`src/pkg/teach_lock_pkg.sv`:
```
package teach_lock_pkg;
   // clock and timing
   localparam int unsigned CLK_HZ = 50000000;
   localparam int unsigned TICK_HZ = 6;
   localparam int unsigned TICK_DIV = CLK_HZ / TICK_HZ;
   localparam int unsigned TEACH_FLASH_S = 10;
   localparam int unsigned POWEROFF_WAIT_MIN = 5;
   localparam int unsigned INHIBIT_MIN = 10;
   localparam int unsigned SEC_PER_MIN = 60;
   localparam int unsigned TEACH_FLASH_TICKS = TEACH_FLASH_S * TICK_HZ;
   localparam int unsigned POWEROFF_TICKS = POWEROFF_WAIT_MIN * SEC_PER_MIN * TICK_HZ;
   localparam int unsigned INHIBIT_TICKS = INHIBIT_MIN * SEC_PER_MIN * TICK_HZ;
   localparam int unsigned RED_FLASH_COUNT = 5;

   // avalon register map, byte addresses
   localparam logic [3:0] CTRL_OFS = 4'h0;
   localparam logic [3:0] STATUS_OFS = 4'h4;
   localparam logic [3:0] IRQ_STAT_OFS = 4'h8;
   localparam logic [3:0] IRQ_MASK_OFS = 4'hC;

   // control register fields
   localparam int unsigned CTRL_STD_CODING_BIT = 0;
   localparam int unsigned CTRL_ONE_TIME_BIT = 1;
   localparam int unsigned CTRL_REPEAT_BIT = 2;
   localparam int unsigned CTRL_POWER_TO_LOCK_BIT = 3;
   localparam int unsigned CTRL_LOCK_MON_BIT = 4;
   localparam logic [31:0] CTRL_RESET = 32'h0000_0015;

   // interrupt bits
   localparam int unsigned IRQ_TEACH_START = 0;
   localparam int unsigned IRQ_POWEROFF_REQ = 1;
   localparam int unsigned IRQ_TEACH_ABORT = 2;
   localparam int unsigned IRQ_CODE_STORED = 3;
   localparam int unsigned IRQ_INHIBIT_DONE = 4;
   localparam int unsigned IRQ_W = 5;

   typedef enum logic [6:0] {
      ST_IDLE = 7'h01,
      ST_TEACH = 7'h02,
      ST_POWEROFF_REQ = 7'h04,
      ST_ABORT = 7'h08,
      ST_CONFIRM = 7'h10,
      ST_INHIBIT = 7'h20,
      ST_RUN = 7'h40
   } teach_state_t;

   typedef struct packed {
      logic green;
      logic red;
      logic yellow;
   } led_t;

   typedef struct packed {
      logic [3:0] address;
      logic read;
      logic write;
      logic [31:0] writedata;
   } avl_req_t;
endpackage

```
`src/teach_lock_ctrl.sv`:
```
`timescale 1ns/1ps
module teach_lock_ctrl (
   input wire logic core_clk,
   input wire logic reset_n,
   input wire logic power_good,
   input wire logic actuator_present,
   input wire logic [31:0] actuator_code,
   input wire logic magnet_in,
   input wire logic [3:0] avs_address,
   input wire logic avs_read,
   input wire logic avs_write,
   input wire logic [31:0] avs_writedata,
   output logic [31:0] avs_readdata,
   output logic avs_waitrequest,
   output logic lock_engaged,
   output logic safety_output_a,
   output logic safety_output_b,
   output logic led_green,
   output logic led_red,
   output logic led_yellow,
   output logic irq
);
   teach_lock_pkg::teach_state_t state_q, state_d;
   teach_lock_pkg::avl_req_t req;
   teach_lock_pkg::led_t led_d;
   logic [31:0] ctrl_q;
   logic [teach_lock_pkg::IRQ_W-1:0] irq_stat_q, irq_mask_q, ev;
   logic [25:0] pre_q;
   logic tick;
   logic [2:0] phase_q;
   logic [15:0] tmr_q;
   logic tmr_clr;
   logic power_q, power_up, actuator_q, actuator_rise;
   logic [31:0] stored_code_q, learned_code_q;
   logic stored_valid_q, learned_pending_q, inhibit_pending_q, seen_new_q;
   logic [3:0] red_cnt_q;
   logic ack_q;
   logic acc_new;
   logic code_match;

   assign req = '{avs_address, avs_read, avs_write, avs_writedata};

   // six ticks a second give both the 1 Hz and 3 Hz patterns from one counter
   always_ff @(posedge core_clk or negedge reset_n) begin
      if (!reset_n) begin
         pre_q <= 26'h0000000;
      end else if (pre_q == 26'(teach_lock_pkg::TICK_DIV - 1)) begin
         pre_q <= 26'h0000000;
      end else begin
         pre_q <= pre_q + 26'h0000001;
      end
   end
   assign tick = (pre_q == 26'(teach_lock_pkg::TICK_DIV - 1));

   // flash phase, wraps every second
   always_ff @(posedge core_clk or negedge reset_n) begin
      if (!reset_n) begin
         phase_q <= 3'h0;
      end else if (tick) begin
         phase_q <= (phase_q == 3'h5) ? 3'h0 : phase_q + 3'h1;
      end
   end

   // state timer in ticks, cleared on each state change
   // saturates rather than wrapping, so a long stay never looks like a fresh state
   always_ff @(posedge core_clk or negedge reset_n) begin
      if (!reset_n) begin
         tmr_q <= 16'h0000;
      end else if (tmr_clr) begin
         tmr_q <= 16'h0000;
      end else if (tick && tmr_q != 16'hFFFF) begin
         tmr_q <= tmr_q + 16'h0001;
      end
   end
   assign tmr_clr = (state_d != state_q);

   // edge detect on supply and actuator sensing
   always_ff @(posedge core_clk or negedge reset_n) begin
      if (!reset_n) begin
         power_q <= 1'b0;
         actuator_q <= 1'b0;
      end else begin
         power_q <= power_good;
         actuator_q <= actuator_present && power_good;
      end
   end
   assign power_up = power_good && !power_q;
   assign actuator_rise = actuator_present && power_good && !actuator_q;
   assign code_match = stored_valid_q && (actuator_code == stored_code_q);

   // teach sequencer; supply loss always returns to idle
   always_comb begin
      state_d = state_q;
      if (!power_good) begin
         state_d = teach_lock_pkg::ST_IDLE;
      end else begin
         unique case (state_q)
            teach_lock_pkg::ST_IDLE: begin
               // out of reset with supply already up
               if (power_q == 1'b1) begin
                  state_d = teach_lock_pkg::ST_RUN;
               end
               if (power_up) begin
                  if (learned_pending_q) begin
                     state_d = teach_lock_pkg::ST_CONFIRM;
                  end else if (inhibit_pending_q) begin
                     state_d = teach_lock_pkg::ST_INHIBIT;
                  end else begin
                     state_d = teach_lock_pkg::ST_RUN;
                  end
               end
            end
            teach_lock_pkg::ST_RUN: begin
               // teach only on an insertion within the first tick after entering run, as after a power cycle
               if (actuator_rise && !ctrl_q[teach_lock_pkg::CTRL_STD_CODING_BIT]
                   && !code_match && tmr_q == 16'h0000) begin
                  if (!(ctrl_q[teach_lock_pkg::CTRL_ONE_TIME_BIT] && stored_valid_q)) begin
                     state_d = teach_lock_pkg::ST_TEACH;
                  end
               end
            end
            teach_lock_pkg::ST_TEACH: begin
               if (tmr_q >= 16'(teach_lock_pkg::TEACH_FLASH_TICKS)) begin
                  state_d = teach_lock_pkg::ST_POWEROFF_REQ;
               end
            end
            teach_lock_pkg::ST_POWEROFF_REQ: begin
               if (tmr_q >= 16'(teach_lock_pkg::POWEROFF_TICKS)) begin
                  state_d = teach_lock_pkg::ST_ABORT;
               end
            end
            teach_lock_pkg::ST_ABORT: begin
               // back to normal use once all five flashes have been shown
               if (red_cnt_q == 4'(teach_lock_pkg::RED_FLASH_COUNT)) begin
                  state_d = teach_lock_pkg::ST_RUN;
               end
            end
            teach_lock_pkg::ST_CONFIRM: begin
               if (actuator_present && actuator_code == learned_code_q) begin
                  state_d = ctrl_q[teach_lock_pkg::CTRL_REPEAT_BIT]
                     ? teach_lock_pkg::ST_INHIBIT : teach_lock_pkg::ST_RUN;
               end
            end
            teach_lock_pkg::ST_INHIBIT: begin
               if (tmr_q >= 16'(teach_lock_pkg::INHIBIT_TICKS) && seen_new_q) begin
                  state_d = teach_lock_pkg::ST_RUN;
               end
            end
            default: state_d = teach_lock_pkg::ST_IDLE;
         endcase
      end
   end

   // sequencer state register
   always_ff @(posedge core_clk or negedge reset_n) begin
      if (!reset_n) begin
         state_q <= teach_lock_pkg::ST_IDLE;
      end else begin
         state_q <= state_d;
      end
   end

   // code storage; the pending flags model nonvolatile state across supply loss
   always_ff @(posedge core_clk or negedge reset_n) begin
      if (!reset_n) begin
         stored_code_q <= 32'h0000_0000;
         stored_valid_q <= 1'b0;
         learned_code_q <= 32'h0000_0000;
         learned_pending_q <= 1'b0;
         inhibit_pending_q <= 1'b0;
      end else begin
         // code captured during the first tick of teach-in
         if (state_q == teach_lock_pkg::ST_TEACH && tmr_q == 16'h0000) begin
            learned_code_q <= actuator_code;
         end
         // supply dropped as asked: keep the code for the confirm step
         if (state_q == teach_lock_pkg::ST_POWEROFF_REQ && !power_good) begin
            learned_pending_q <= 1'b1;
         end
         // abort forgets the half-learned code
         if (state_d == teach_lock_pkg::ST_ABORT) begin
            learned_pending_q <= 1'b0;
         end
         // new code replaces the old one at once; no window with both valid
         if (state_q == teach_lock_pkg::ST_CONFIRM && state_d != state_q && power_good) begin
            stored_code_q <= learned_code_q;
            stored_valid_q <= 1'b1;
            learned_pending_q <= 1'b0;
            inhibit_pending_q <= ctrl_q[teach_lock_pkg::CTRL_REPEAT_BIT];
         end
         // inhibit served, a later power cycle must not restart it
         if (state_q == teach_lock_pkg::ST_INHIBIT && state_d == teach_lock_pkg::ST_RUN) begin
            inhibit_pending_q <= 1'b0;
         end
      end
   end

   // new actuator must be seen during the inhibit; restart clears it too
   always_ff @(posedge core_clk or negedge reset_n) begin
      if (!reset_n) begin
         seen_new_q <= 1'b0;
      end else if (state_q != teach_lock_pkg::ST_INHIBIT) begin
         seen_new_q <= 1'b0;
      end else if (actuator_present && code_match) begin
         seen_new_q <= 1'b1;
      end
   end

   // five red flashes, one per second
   always_ff @(posedge core_clk or negedge reset_n) begin
      if (!reset_n) begin
         red_cnt_q <= 4'h0;
      end else if (state_q != teach_lock_pkg::ST_ABORT) begin
         red_cnt_q <= 4'h0;
      end else if (tick && phase_q == 3'h5) begin
         red_cnt_q <= red_cnt_q + 4'h1;
      end
   end

   // led patterns; 3 Hz short flash is one tick lit out of two
   always_comb begin
      led_d = '{1'b1, 1'b0, 1'b0};
      unique case (state_q)
         teach_lock_pkg::ST_IDLE: led_d = '{1'b0, 1'b0, 1'b0};
         teach_lock_pkg::ST_TEACH: led_d = '{1'b0, 1'b1, phase_q < 3'h3};
         teach_lock_pkg::ST_POWEROFF_REQ: led_d = '{1'b0, 1'b1, !phase_q[0]};
         teach_lock_pkg::ST_ABORT: led_d = '{1'b0, phase_q < 3'h3, 1'b0};
         teach_lock_pkg::ST_CONFIRM: led_d = '{1'b0, 1'b1, 1'b0};
         teach_lock_pkg::ST_INHIBIT: led_d = '{phase_q < 3'h3, 1'b0, 1'b0};
         teach_lock_pkg::ST_RUN: led_d = '{1'b1, 1'b0, lock_engaged};
         default: led_d = '{1'b0, 1'b0, 1'b0};
      endcase
   end

   // lock state and safety outputs; outputs off in every teach phase
   always_ff @(posedge core_clk or negedge reset_n) begin
      if (!reset_n) begin
         lock_engaged <= 1'b0;
         safety_output_a <= 1'b0;
         safety_output_b <= 1'b0;
         led_green <= 1'b0;
         led_red <= 1'b0;
         led_yellow <= 1'b0;
      end else begin
         lock_engaged <= power_good && (ctrl_q[teach_lock_pkg::CTRL_POWER_TO_LOCK_BIT]
            ? magnet_in : !magnet_in);
         safety_output_a <= (state_q == teach_lock_pkg::ST_RUN) && actuator_present
            && (ctrl_q[teach_lock_pkg::CTRL_STD_CODING_BIT] || code_match)
            && (lock_engaged || !ctrl_q[teach_lock_pkg::CTRL_LOCK_MON_BIT]);
         safety_output_b <= (state_q == teach_lock_pkg::ST_RUN) && actuator_present
            && (ctrl_q[teach_lock_pkg::CTRL_STD_CODING_BIT] || code_match)
            && (lock_engaged || !ctrl_q[teach_lock_pkg::CTRL_LOCK_MON_BIT]);
         led_green <= led_d.green;
         led_red <= led_d.red;
         led_yellow <= led_d.yellow;
      end
   end

   // events into the sticky status
   always_comb begin
      ev = '0;
      ev[teach_lock_pkg::IRQ_TEACH_START] = state_d == teach_lock_pkg::ST_TEACH && tmr_clr;
      ev[teach_lock_pkg::IRQ_POWEROFF_REQ] = state_d == teach_lock_pkg::ST_POWEROFF_REQ
         && tmr_clr;
      ev[teach_lock_pkg::IRQ_TEACH_ABORT] = state_d == teach_lock_pkg::ST_ABORT && tmr_clr;
      ev[teach_lock_pkg::IRQ_CODE_STORED] = state_q == teach_lock_pkg::ST_CONFIRM && tmr_clr
         && power_good;
      ev[teach_lock_pkg::IRQ_INHIBIT_DONE] = state_q == teach_lock_pkg::ST_INHIBIT
         && state_d == teach_lock_pkg::ST_RUN;
   end

   // one wait cycle per access keeps read data registered
   assign acc_new = (req.read || req.write) && !ack_q;
   assign avs_waitrequest = (req.read || req.write) && !ack_q;

   // ack marks the answer cycle; a request still held after it starts again the next cycle
   always_ff @(posedge core_clk or negedge reset_n) begin
      if (!reset_n) begin
         ack_q <= 1'b0;
      end else begin
         ack_q <= acc_new;
      end
   end

   // register writes take effect at the accepting edge; set beats clear
   always_ff @(posedge core_clk or negedge reset_n) begin
      if (!reset_n) begin
         ctrl_q <= teach_lock_pkg::CTRL_RESET;
         irq_mask_q <= '0;
         irq_stat_q <= '0;
      end else begin
         // bits above the control field are dropped and read back as zero
         if (ack_q && req.write && req.address == teach_lock_pkg::CTRL_OFS) begin
            ctrl_q <= {27'h0000000, req.writedata[4:0]};
         end
         if (ack_q && req.write && req.address == teach_lock_pkg::IRQ_MASK_OFS) begin
            irq_mask_q <= req.writedata[teach_lock_pkg::IRQ_W-1:0];
         end
         if (ack_q && req.write && req.address == teach_lock_pkg::IRQ_STAT_OFS) begin
            irq_stat_q <= (irq_stat_q & ~req.writedata[teach_lock_pkg::IRQ_W-1:0]) | ev;
         end else begin
            irq_stat_q <= irq_stat_q | ev;
         end
      end
   end

   // read data registered during the wait cycle
   always_ff @(posedge core_clk or negedge reset_n) begin
      if (!reset_n) begin
         avs_readdata <= 32'h0000_0000;
      end else if (acc_new) begin
         // status packs the sequencer state with the live flags
         unique case (req.address)
            teach_lock_pkg::CTRL_OFS: avs_readdata <= ctrl_q;
            teach_lock_pkg::STATUS_OFS: avs_readdata <= {16'h0000, 2'h0, stored_valid_q,
               inhibit_pending_q, learned_pending_q, lock_engaged, safety_output_a,
               actuator_present, 1'b0, state_q};
            teach_lock_pkg::IRQ_STAT_OFS: avs_readdata <= {27'h0000000, irq_stat_q};
            teach_lock_pkg::IRQ_MASK_OFS: avs_readdata <= {27'h0000000, irq_mask_q};
            default: avs_readdata <= 32'h0000_0000;
         endcase
      end
   end

   // level interrupt, high while any unmasked status bit is set
   assign irq = |(irq_stat_q & irq_mask_q);
endmodule // teach_lock_ctrl

```
`config.mk`:
```
export PLATFORM = sky130hd
export DESIGN_NAME = teach_lock_ctrl
export DESIGN_NICKNAME = d
export VERILOG_FILES = /design/src/pkg/teach_lock_pkg.sv /design/src/teach_lock_ctrl.sv
export SDC_FILE = /design/constraint.sdc
export NUM_CORES = 1
export LEC_CHECK = 0
export ABC_CLOCK_PERIOD_IN_PS = 7300
export BUFFER_PORTS_ARGS = -buffer_cell sky130_fd_sc_hd__clkbuf_2
export CELL_PAD_IN_SITES_DETAIL_PLACEMENT = 2
export CELL_PAD_IN_SITES_GLOBAL_PLACEMENT = 2
export CORE_MARGIN = 8
export CORE_UTILIZATION = 40
export DETAILED_ROUTE_END_ITERATION = 6
export GPL_TIMING_DRIVEN = 0
export MAX_ROUTING_LAYER = met4
export PLACE_DENSITY = 0.79
export SYNTH_ARGS = -nofsm -noshare
export SYNTH_HDL_FRONTEND = slang
export SYNTH_SLANG_ARGS = --single-unit
export TNS_END_PERCENT = 30
```
`constraint.sdc`:
```
create_clock -name core_clk -period 7.3 [get_ports core_clk]
set_clock_uncertainty 0.05 [all_clocks]
set_input_delay 1.46 -clock core_clk [delete_from_list [all_inputs] [get_ports core_clk]]
set_output_delay 1.46 -clock core_clk [all_outputs]
set_load 0.05 [all_outputs]
```
==> results of run 1 <==
==> flip-flops by register name, indices dropped and copies added (netlist names), 3 cells and up <==
name	cells
phase_q	3
irq_mask_q	5
learned_code_q	32
tmr_q	16
red_cnt_q	4
pre_q	26
state_q	7
ctrl_q	5
avs_readdata	13
stored_code_q	32
irq_stat_q	5
==> per-layer routing <==
| metal | global-route usage [%] | part of all wire, % |
|---|---|---|
| met1 | 23.8 | 44 |
| met2 | 35.3 | 51 |
| met3 | 4.08 | 3.3 |
| met4 | 7.59 | 1.8 |
| met5 | - | 0 |
==> path summary, 6_finish.rpt <==
check                                    from          endpoint  slack, ns
setup / recovery            actuator_code[17]  stored_code_q[6]       3.08
setup reg to reg           learned_code_q[17]  stored_code_q[6]       3.80
hold reg to reg               avs_readdata[9]   avs_readdata[9]       0.45
min in group asynchronous             reset_n         pre_q[10]       0.94
hold / removal                avs_readdata[9]   avs_readdata[9]       0.45
max in group asynchronous             reset_n         ctrl_q[0]       5.36
==> area by class of cell <==
class	count	area, sq um	area share [%]
multi-input cells	512	3910	40.9
clock inverters	15	146	1.53
flip-flops and latches	160	4010	41.9
plain buffers	48	285	2.98
clock buffers	17	425	4.45
well taps	270	338	3.53
repair buffers	67	367	3.83
inverters	23	86.3	0.902
==> worst max-delay path, delay by kind of cell <==
family	cells	cell delay [ns]
AO/OA/AOI/OAI	3	0.86
XOR/XNOR	1	0.28
buffers and inverters	2	0.40
multiplexers	1	0.33
AND/OR/NAND/NOR	2	1.15
==> synthesized netlist by cell type (2+ instances only) <==
master    number  area share (%)
nor3_1        18             1.1
a21oi_1       10            0.61
a21o_1         5            0.46
or3_1          4            0.30
dfstp_2        4             1.3
nor2b_1        3            0.23
mux2_2        47             6.4
o21ai_0       14            0.85
buf_2          6            0.37
and2_1         6            0.46
nand3b_1       3            0.27
or2_2          2            0.15
and4b_1        2            0.24
and3_1        14             1.1
buf_1          2           0.091
a22o_1        14             1.5
dfrtp_1      156              47
a211oi_1       2            0.18
inv_1         22             1.0
nor4b_1        3            0.32
a222oi_1       2            0.24
o21a_1         2            0.18
buf_4         20             1.8
xor2_1        43             4.6
and4_1         5            0.53
ha_1           6            0.91
nand2_1       34             1.6
xnor2_1       60             6.4
a31oi_1        3            0.23
mux2i_1        2            0.24
nor2_1        55             2.5
clkbuf_1      17            0.78
nand3_1       28             1.7
nor4_1        13            0.99
nand4_1       31             2.4
mux4_2         5             1.4
o211ai_1       2            0.18
buf_6          3            0.41
mux2_4        26             4.7
nand2b_1       2            0.15
==> cell families after synthesis <==
kind of cell,after synthesis,synth area share (%)
adders and majority gates,6,0.913
muxes,80,12.8
other,1,0.0456
xor gates and xnor gates,103,11.0
buffers and inverters,71,4.52
and+or+nand+nor,232,15.2
AOI/OAI and AO/OA,72,6.85
DFF,160,48.7
==> cell usage in the layout (no fill, tap or decap), types with 3 or more instances in the layout <==
cell type | netlist | layout
nor2b_1 | 3 | 3
clkbuf_16 | 0 | 17
and4_1 | 5 | 5
o21ai_0 | 14 | 14
buf_4 | 20 | 20
conb_1 | 1 | 19
nand3b_1 | 3 | 3
nor2_1 | 55 | 55
and3_1 | 14 | 14
and2_1 | 6 | 6
mux2_4 | 26 | 26
mux4_2 | 5 | 5
inv_6 | 0 | 8
xor2_1 | 43 | 43
clkbuf_1 | 17 | 17
inv_1 | 22 | 22
buf_6 | 3 | 3
a21oi_1 | 10 | 10
nor3_1 | 18 | 18
xnor2_1 | 60 | 60
a21o_1 | 5 | 5
or3_1 | 4 | 4
nor4_1 | 13 | 13
nor4b_1 | 3 | 3
clkinv_2 | 0 | 3
a31oi_1 | 3 | 3
buf_2 | 6 | 6
nand2_1 | 34 | 34
nand4_1 | 31 | 31
mux2_2 | 47 | 47
dfrtp_1 | 156 | 156
ha_1 | 6 | 6
a22o_1 | 14 | 14
dfstp_2 | 4 | 4
clkbuf_2 | 0 | 65
nand3_1 | 28 | 28
==> where the power goes <==
group	switching (uW)	internal, uW
logic	216	154
registers	64.6	957
clock network	412	482
total	693	1590
==> metrics by stage <==
step / utilization (%) / setup slack, ns / cells / power [uW]
final: 47.3 / 3.08 / 1112 / 2290
after CTS: 47.3 / 3.10 / 1112 / 2310
after floorplan: - / 3.57 / 743 / 1270
after detailed placement: 44.5 / 2.66 / 1080 / 1400
after global placement: 44.3 / 1.91 / 1079 / 1370
after global routing: 47.3 / 3.02 / 1112 / 2380
==> metrics.md, run 1 <==
| Metric | Value |
|---|---|
| Status | `finished, final reports clean` |
| Worst IR Drop VDD | `roughly 0.17 mV` |
| Critical path class | `in2reg` |
| Max capacitance violation total | `0` |
| Hold Fails Final Rpt | `0` |
| CP cell instances | `clkbuf_2 > xnor2_1 > o221ai_1 > or4_1 > nor4_2 > o31ai_2 > a31oi_4 > buf_6 > mux2_4` |
| Post_cts resized | `0` |
| FF+latch count, synth | `160` |
| Die footprint | `25400 sq um` |
| Sequential element share of the synthesized area | `between 40% and 50%` |
| Period utilization | `approximately 58%` |
| Initial antenna violation count | `0` |
| Final instance area | `about 9600 sq um` |
| First-pass GRT wire length | `between 40000 and 50000 um` |
| Layout net count | `910` |
| Final WL | `between 20000 and 25000 um` |
| ANT cells | `0` |
| Initial DRC count | `roughly 240` |
| Minimum clock period | `4.22 ns` |
| Top Ports | `115` |
| First-pass detailed-route iteration total | `4` |
| CTS Buf Count | `17` |
| Via count | `between 6000 and 7000` |
| FP Rows | `52` |
| Worst setup EP type | `register` |
| Fraction of registers with async set or reset after synthesis | `between 90% and 100%` |
| Residual DRC | `0` |
| Core Footprint | `~20000 sq um` |
| Slowest cell on crit path | `or4_1` |
| Wire length per cell | `around 22 um` |
| Die X | `~160 um` |
| Die Span Y | `159 um` |
| Crit-path max FO | `10` |
| Delay of the slowest critical-path stage | `0.60 ns` |
| Total global routing overflow | `0` |
| Peak Freq | `approximately 240 MHz` |
| Drt via density | `approximately 5.4` |
| CTS clk-pin slew, worst paths | `about 0.070 ns` |
| Final GP Congestion | `about 0.83` |
| CTS tree | `built` |
| Post-Syn Instances | `725` |
| Clk buf depth | `2` |
| Pwr/cell area | `between 200 and 250 nW/um^2` |
| Worst Hold Slack | `~0.45 ns` |
| HPWL after DPL | `between 15000 and 20000 um` |
| Yosys warns | `0` |
| Clock latency on the worst-skew pair | `~0.44 ns` |
| Post-CTS setup buffer count | `0` |
| Hold Path Depth | `1` |
| Netlist cell types | `between 60 and 70` |
| Top_reg_cell synth | `dfrtp_1` |
| Worst setup SP type | `input port` |
| Initial core utilization | `40.6%` |
| Worst reg2reg path depth | `8` |
| Vias in the first global route | `7061` |
| Setup violators final | `0` |
| Post-DRT Antenna Nets | `0` |
| Layout filler cell count | `around 2000` |
| Synthesis-to-layout area growth | `16.3%` |
| Clk sinks | `160` |
| Syn Area/Cell | `between 10 and 15 sq um` |
| EDFF count, synth | `0` |
| Final setup TNS | `0 ns` |
| Worst hold path class | `reg2reg` |
| Static Leak | `0.00434 uW` |
| Port bufs | `between 60 and 70` |
| Cell area after synthesis | `just over 8000 sq um` |
| Largest net degree at the start of global routing | `109` |
| GR Util All Layers | `between 20% and 30%` |
| Placed Instance Area | `roughly 9000 sq um` |
| Slew headroom | `just over 40%` |
| H-Tree Depth | `4` |
| Share of layout cells above drive strength 1 | `a little over a quarter` |
| Root Buffer | `clkbuf_16` |
| Critical path required time | `around 7.6 ns` |
| RSZ-0062 raised after global routing | `no` |
| Critical path data arrival time | `4.49 ns` |
| Worst Tran Pin Value | `0.877 ns` |
| Hold_buf cts | `0` |
| Fin. max-slew vios | `0` |
No activity file was read; power rests on OpenSTA's default activity.
==> run 2, diff against run 1 <==
--- a/config.mk
+++ b/config.mk
@@ -5,16 +5,16 @@
 export SDC_FILE = /design/constraint.sdc
 export NUM_CORES = 1
 export LEC_CHECK = 0
-export ABC_CLOCK_PERIOD_IN_PS = 7300
+export ABC_CLOCK_PERIOD_IN_PS = 3700
 export BUFFER_PORTS_ARGS = -buffer_cell sky130_fd_sc_hd__clkbuf_2
 export CELL_PAD_IN_SITES_DETAIL_PLACEMENT = 2
 export CELL_PAD_IN_SITES_GLOBAL_PLACEMENT = 2
 export CORE_MARGIN = 8
-export CORE_UTILIZATION = 40
+export CORE_UTILIZATION = 34
 export DETAILED_ROUTE_END_ITERATION = 6
 export GPL_TIMING_DRIVEN = 0
 export MAX_ROUTING_LAYER = met4
-export PLACE_DENSITY = 0.79
+export PLACE_DENSITY = 0.71
 export SYNTH_ARGS = -nofsm -noshare
 export SYNTH_HDL_FRONTEND = slang
 export SYNTH_SLANG_ARGS = --single-unit
==> constraint.sdc (replaced) <==
create_clock -name core_clk -period 3.7 [get_ports core_clk]
set_clock_uncertainty 0.05 [all_clocks]
set_input_delay 0.74 -clock core_clk [delete_from_list [all_inputs] [get_ports core_clk]]
set_output_delay 0.74 -clock core_clk [all_outputs]
set_load 0.05 [all_outputs]
==> metrics.md, run 2 (synthesis results as in run 1) <==
| Metric | Value |
|---|---|
| Slew headroom | `41.0%` |
| First-pass detailed-route iteration total | `4` |
| FP Rows | `57` |
| Slowest cell on crit path | `nor4_2` |
| Die X | `around 170 um` |
| Hold_buf cts | `0` |
| Worst hold path class | `in2async` |
| Final WL | `between 20000 and 25000 um` |
| Via count | `around 6000` |
| Top flop regs | `learned_code_q x32, stored_code_q x32, pre_q x26` |
| Most common cell after layout, fill and taps aside | `dfrtp_1` |
| WP buf/inv | `2` |
| Core Footprint | `approximately 24000 sq um` |
| Post-DRT Antenna Nets | `0` |
| CP cell instances | `clkbuf_2 > xnor2_1 > nand4_1 > or4_1 > nor4_2 > o31ai_2 > a31oi_4 > buf_6 > mux2_4` |
| Crit-path max FO | `10` |
| Final core occ | `40.2%` |
| Pwr/cell area | `between 400 and 500 nW/um^2` |
| Largest net degree at the start of global routing | `88` |
| ANT cells | `0` |
| GR Util All Layers | `between 10% and 20%` |
| Worst setup EP type | `register` |
| Vias in the first global route | `~6900` |
| Critical path data arrival time | `around 3.8 ns` |
| CTS tree | `built` |
| Port bufs | `66` |
| Synthesis-to-layout area growth | `17.6%` |
| Hold Fails Final Rpt | `0` |
| Minimum clock period | `3.50 ns` |
| Setup violators final | `0` |
| CTS clk-pin slew, worst paths | `0.07 ns` |
| Layout net count | `910` |
| CP top delay family | `simple AND/OR/NAND/NOR gates` |
| Setup ws final | `0.195 ns` |
| Die footprint | `29400 sq um` |
| Pre-CTS setup slack | `-0.203 ns` |
| Initial antenna violation count | `0` |
| H-Tree Depth | `4` |
| Pwr Total | `around 4600 uW` |
| Post-route insts no fill | `~1200` |
| Clock latency on the worst-skew pair | `~0.44 ns` |
| Wire length per cell | `a little over 20 um` |
| Placed Cells | `around 1100` |
| Clk buf depth | `2` |
| Worst Hold Slack | `0.272 ns` |
| Top Ports | `about 120` |
| Final GP Congestion | `around 0.8` |
| Static Leak | `0.00435 uW` |
| CTS Buf Count | `17` |
| Worst IR Drop VDD | `0.298 mV` |
| Worst Tran Pin Value | `0.878 ns` |
| Most frequent cells in the layout | `dfrtp_1 (156), clkbuf_2 (65), xnor2_1 (60), nor2_1 (55), mux2_2 (47)` |
| Clk sinks | `160` |
| Critical path required time | `a little under 4 ns` |
| First-pass GRT wire length | `about 38000 um` |
| Period utilization | `between 90 and 100%` |
| Worst setup SP type | `input port` |
| Delay of the slowest critical-path stage | `just over 0.6 ns` |
| Initial DRC count | `215` |
| Share of layout cells above drive strength 1 | `a little over a quarter` |
| Status | `finished, final reports clean` |
| Residual DRC | `0` |
| RSZ-0062 raised after global routing | `no` |
| Total global routing overflow | `0` |
| HPWL after DPL | `~17000 um` |
| Fin. max-slew vios | `0` |
| Die Span Y | `between 150 and 200 um` |
| Drt via density | `approximately 5.2` |
| Initial core utilization | `34.2%` |
| Critical path class | `in2reg` |
| Root Buffer | `clkbuf_16` |
| Max capacitance violation total | `0` |
| Peak Freq | `285 MHz` |
## run 2: cell count changes in the layout (fill, tap and decap cells not counted), sizes merged
cell,delta
clkbuf,+1
clkinv,-1
clkinvlp,+1
inv,-1
## run 2: stage by stage
step	setup TNS [ns]	area (sq um)
finish	0	9670
floorplan	0	8290
CTS	0	9660
detailed placement	-5.69	9060
global placement	-163.95	9030
global route	0	9670
## run 2: worst register-to-register path: cells and delay by family (launching register included)
family	cells	cell delay [ns]
AO/OA/AOI/OAI	3	0.82
XOR/XNOR	1	0.30
buffers and inverters	1	0.29
flip-flops	1	0.41
multiplexers	1	0.33
AND/OR/NAND/NOR	2	1.18
## run 2: worst paths after layout
check,startpoint,end,slack [ns],cells past startpoint
min in group core_clk,power_good,power_q,0.42,1
worst min register to register,pre_q[25],pre_q[25],0.44,1
worst max-delay path,actuator_code[0],stored_code_q[7],0.20,9
worst min-delay path,reset_n,led_yellow,0.27,1
max in group asynchronous,reset_n,learned_code_q[1],2.45,2
worst max register to register,learned_code_q[17],stored_code_q[7],0.20,8
## run 2: layer usage
layer / global-route usage, % / share of wire [%] / vias to the layer above
met1: 20.5 / 44 / 3135
met3: 2.66 / 3.3 / 23
met5: - / 0 / -
met4: 5.86 / 1.4 / 0
li1: - / - / 2741
met2: 29.2 / 51 / 107
## run 2: timing repair
| item | 4_1_cts | 5_1_grt |
|---|---|---|
| hold endpoints to repair | 0 | 0 |
| buffers inserted | 0 | 0 |
| gates resized for setup | 0 | 1 |
| endpoints found under the setup margin | 0 | 14 |
## run 2: cell type report
type | count | area [sq um]
buffer | 48 | 285
clock buffer | 18 | 439
clock inverter | 14 | 161
fill | 2531 | 14400
inverter | 23 | 86.3
multi-input combinational | 512 | 3920
sequential | 160 | 4010
tap | 324 | 405
timing repair buffer | 67 | 367
## run 2: power by group
| part | leakage [uW] | switching, uW | internal, uW |
|---|---|---|---|
| Combinational | 0.00195 | 419 | 304 |
| Sequential | 0.00210 | 120 | 1890 |
| Clock | 0.000294 | 845 | 982 |
| Total | 0.00435 | 1380 | 3170 |
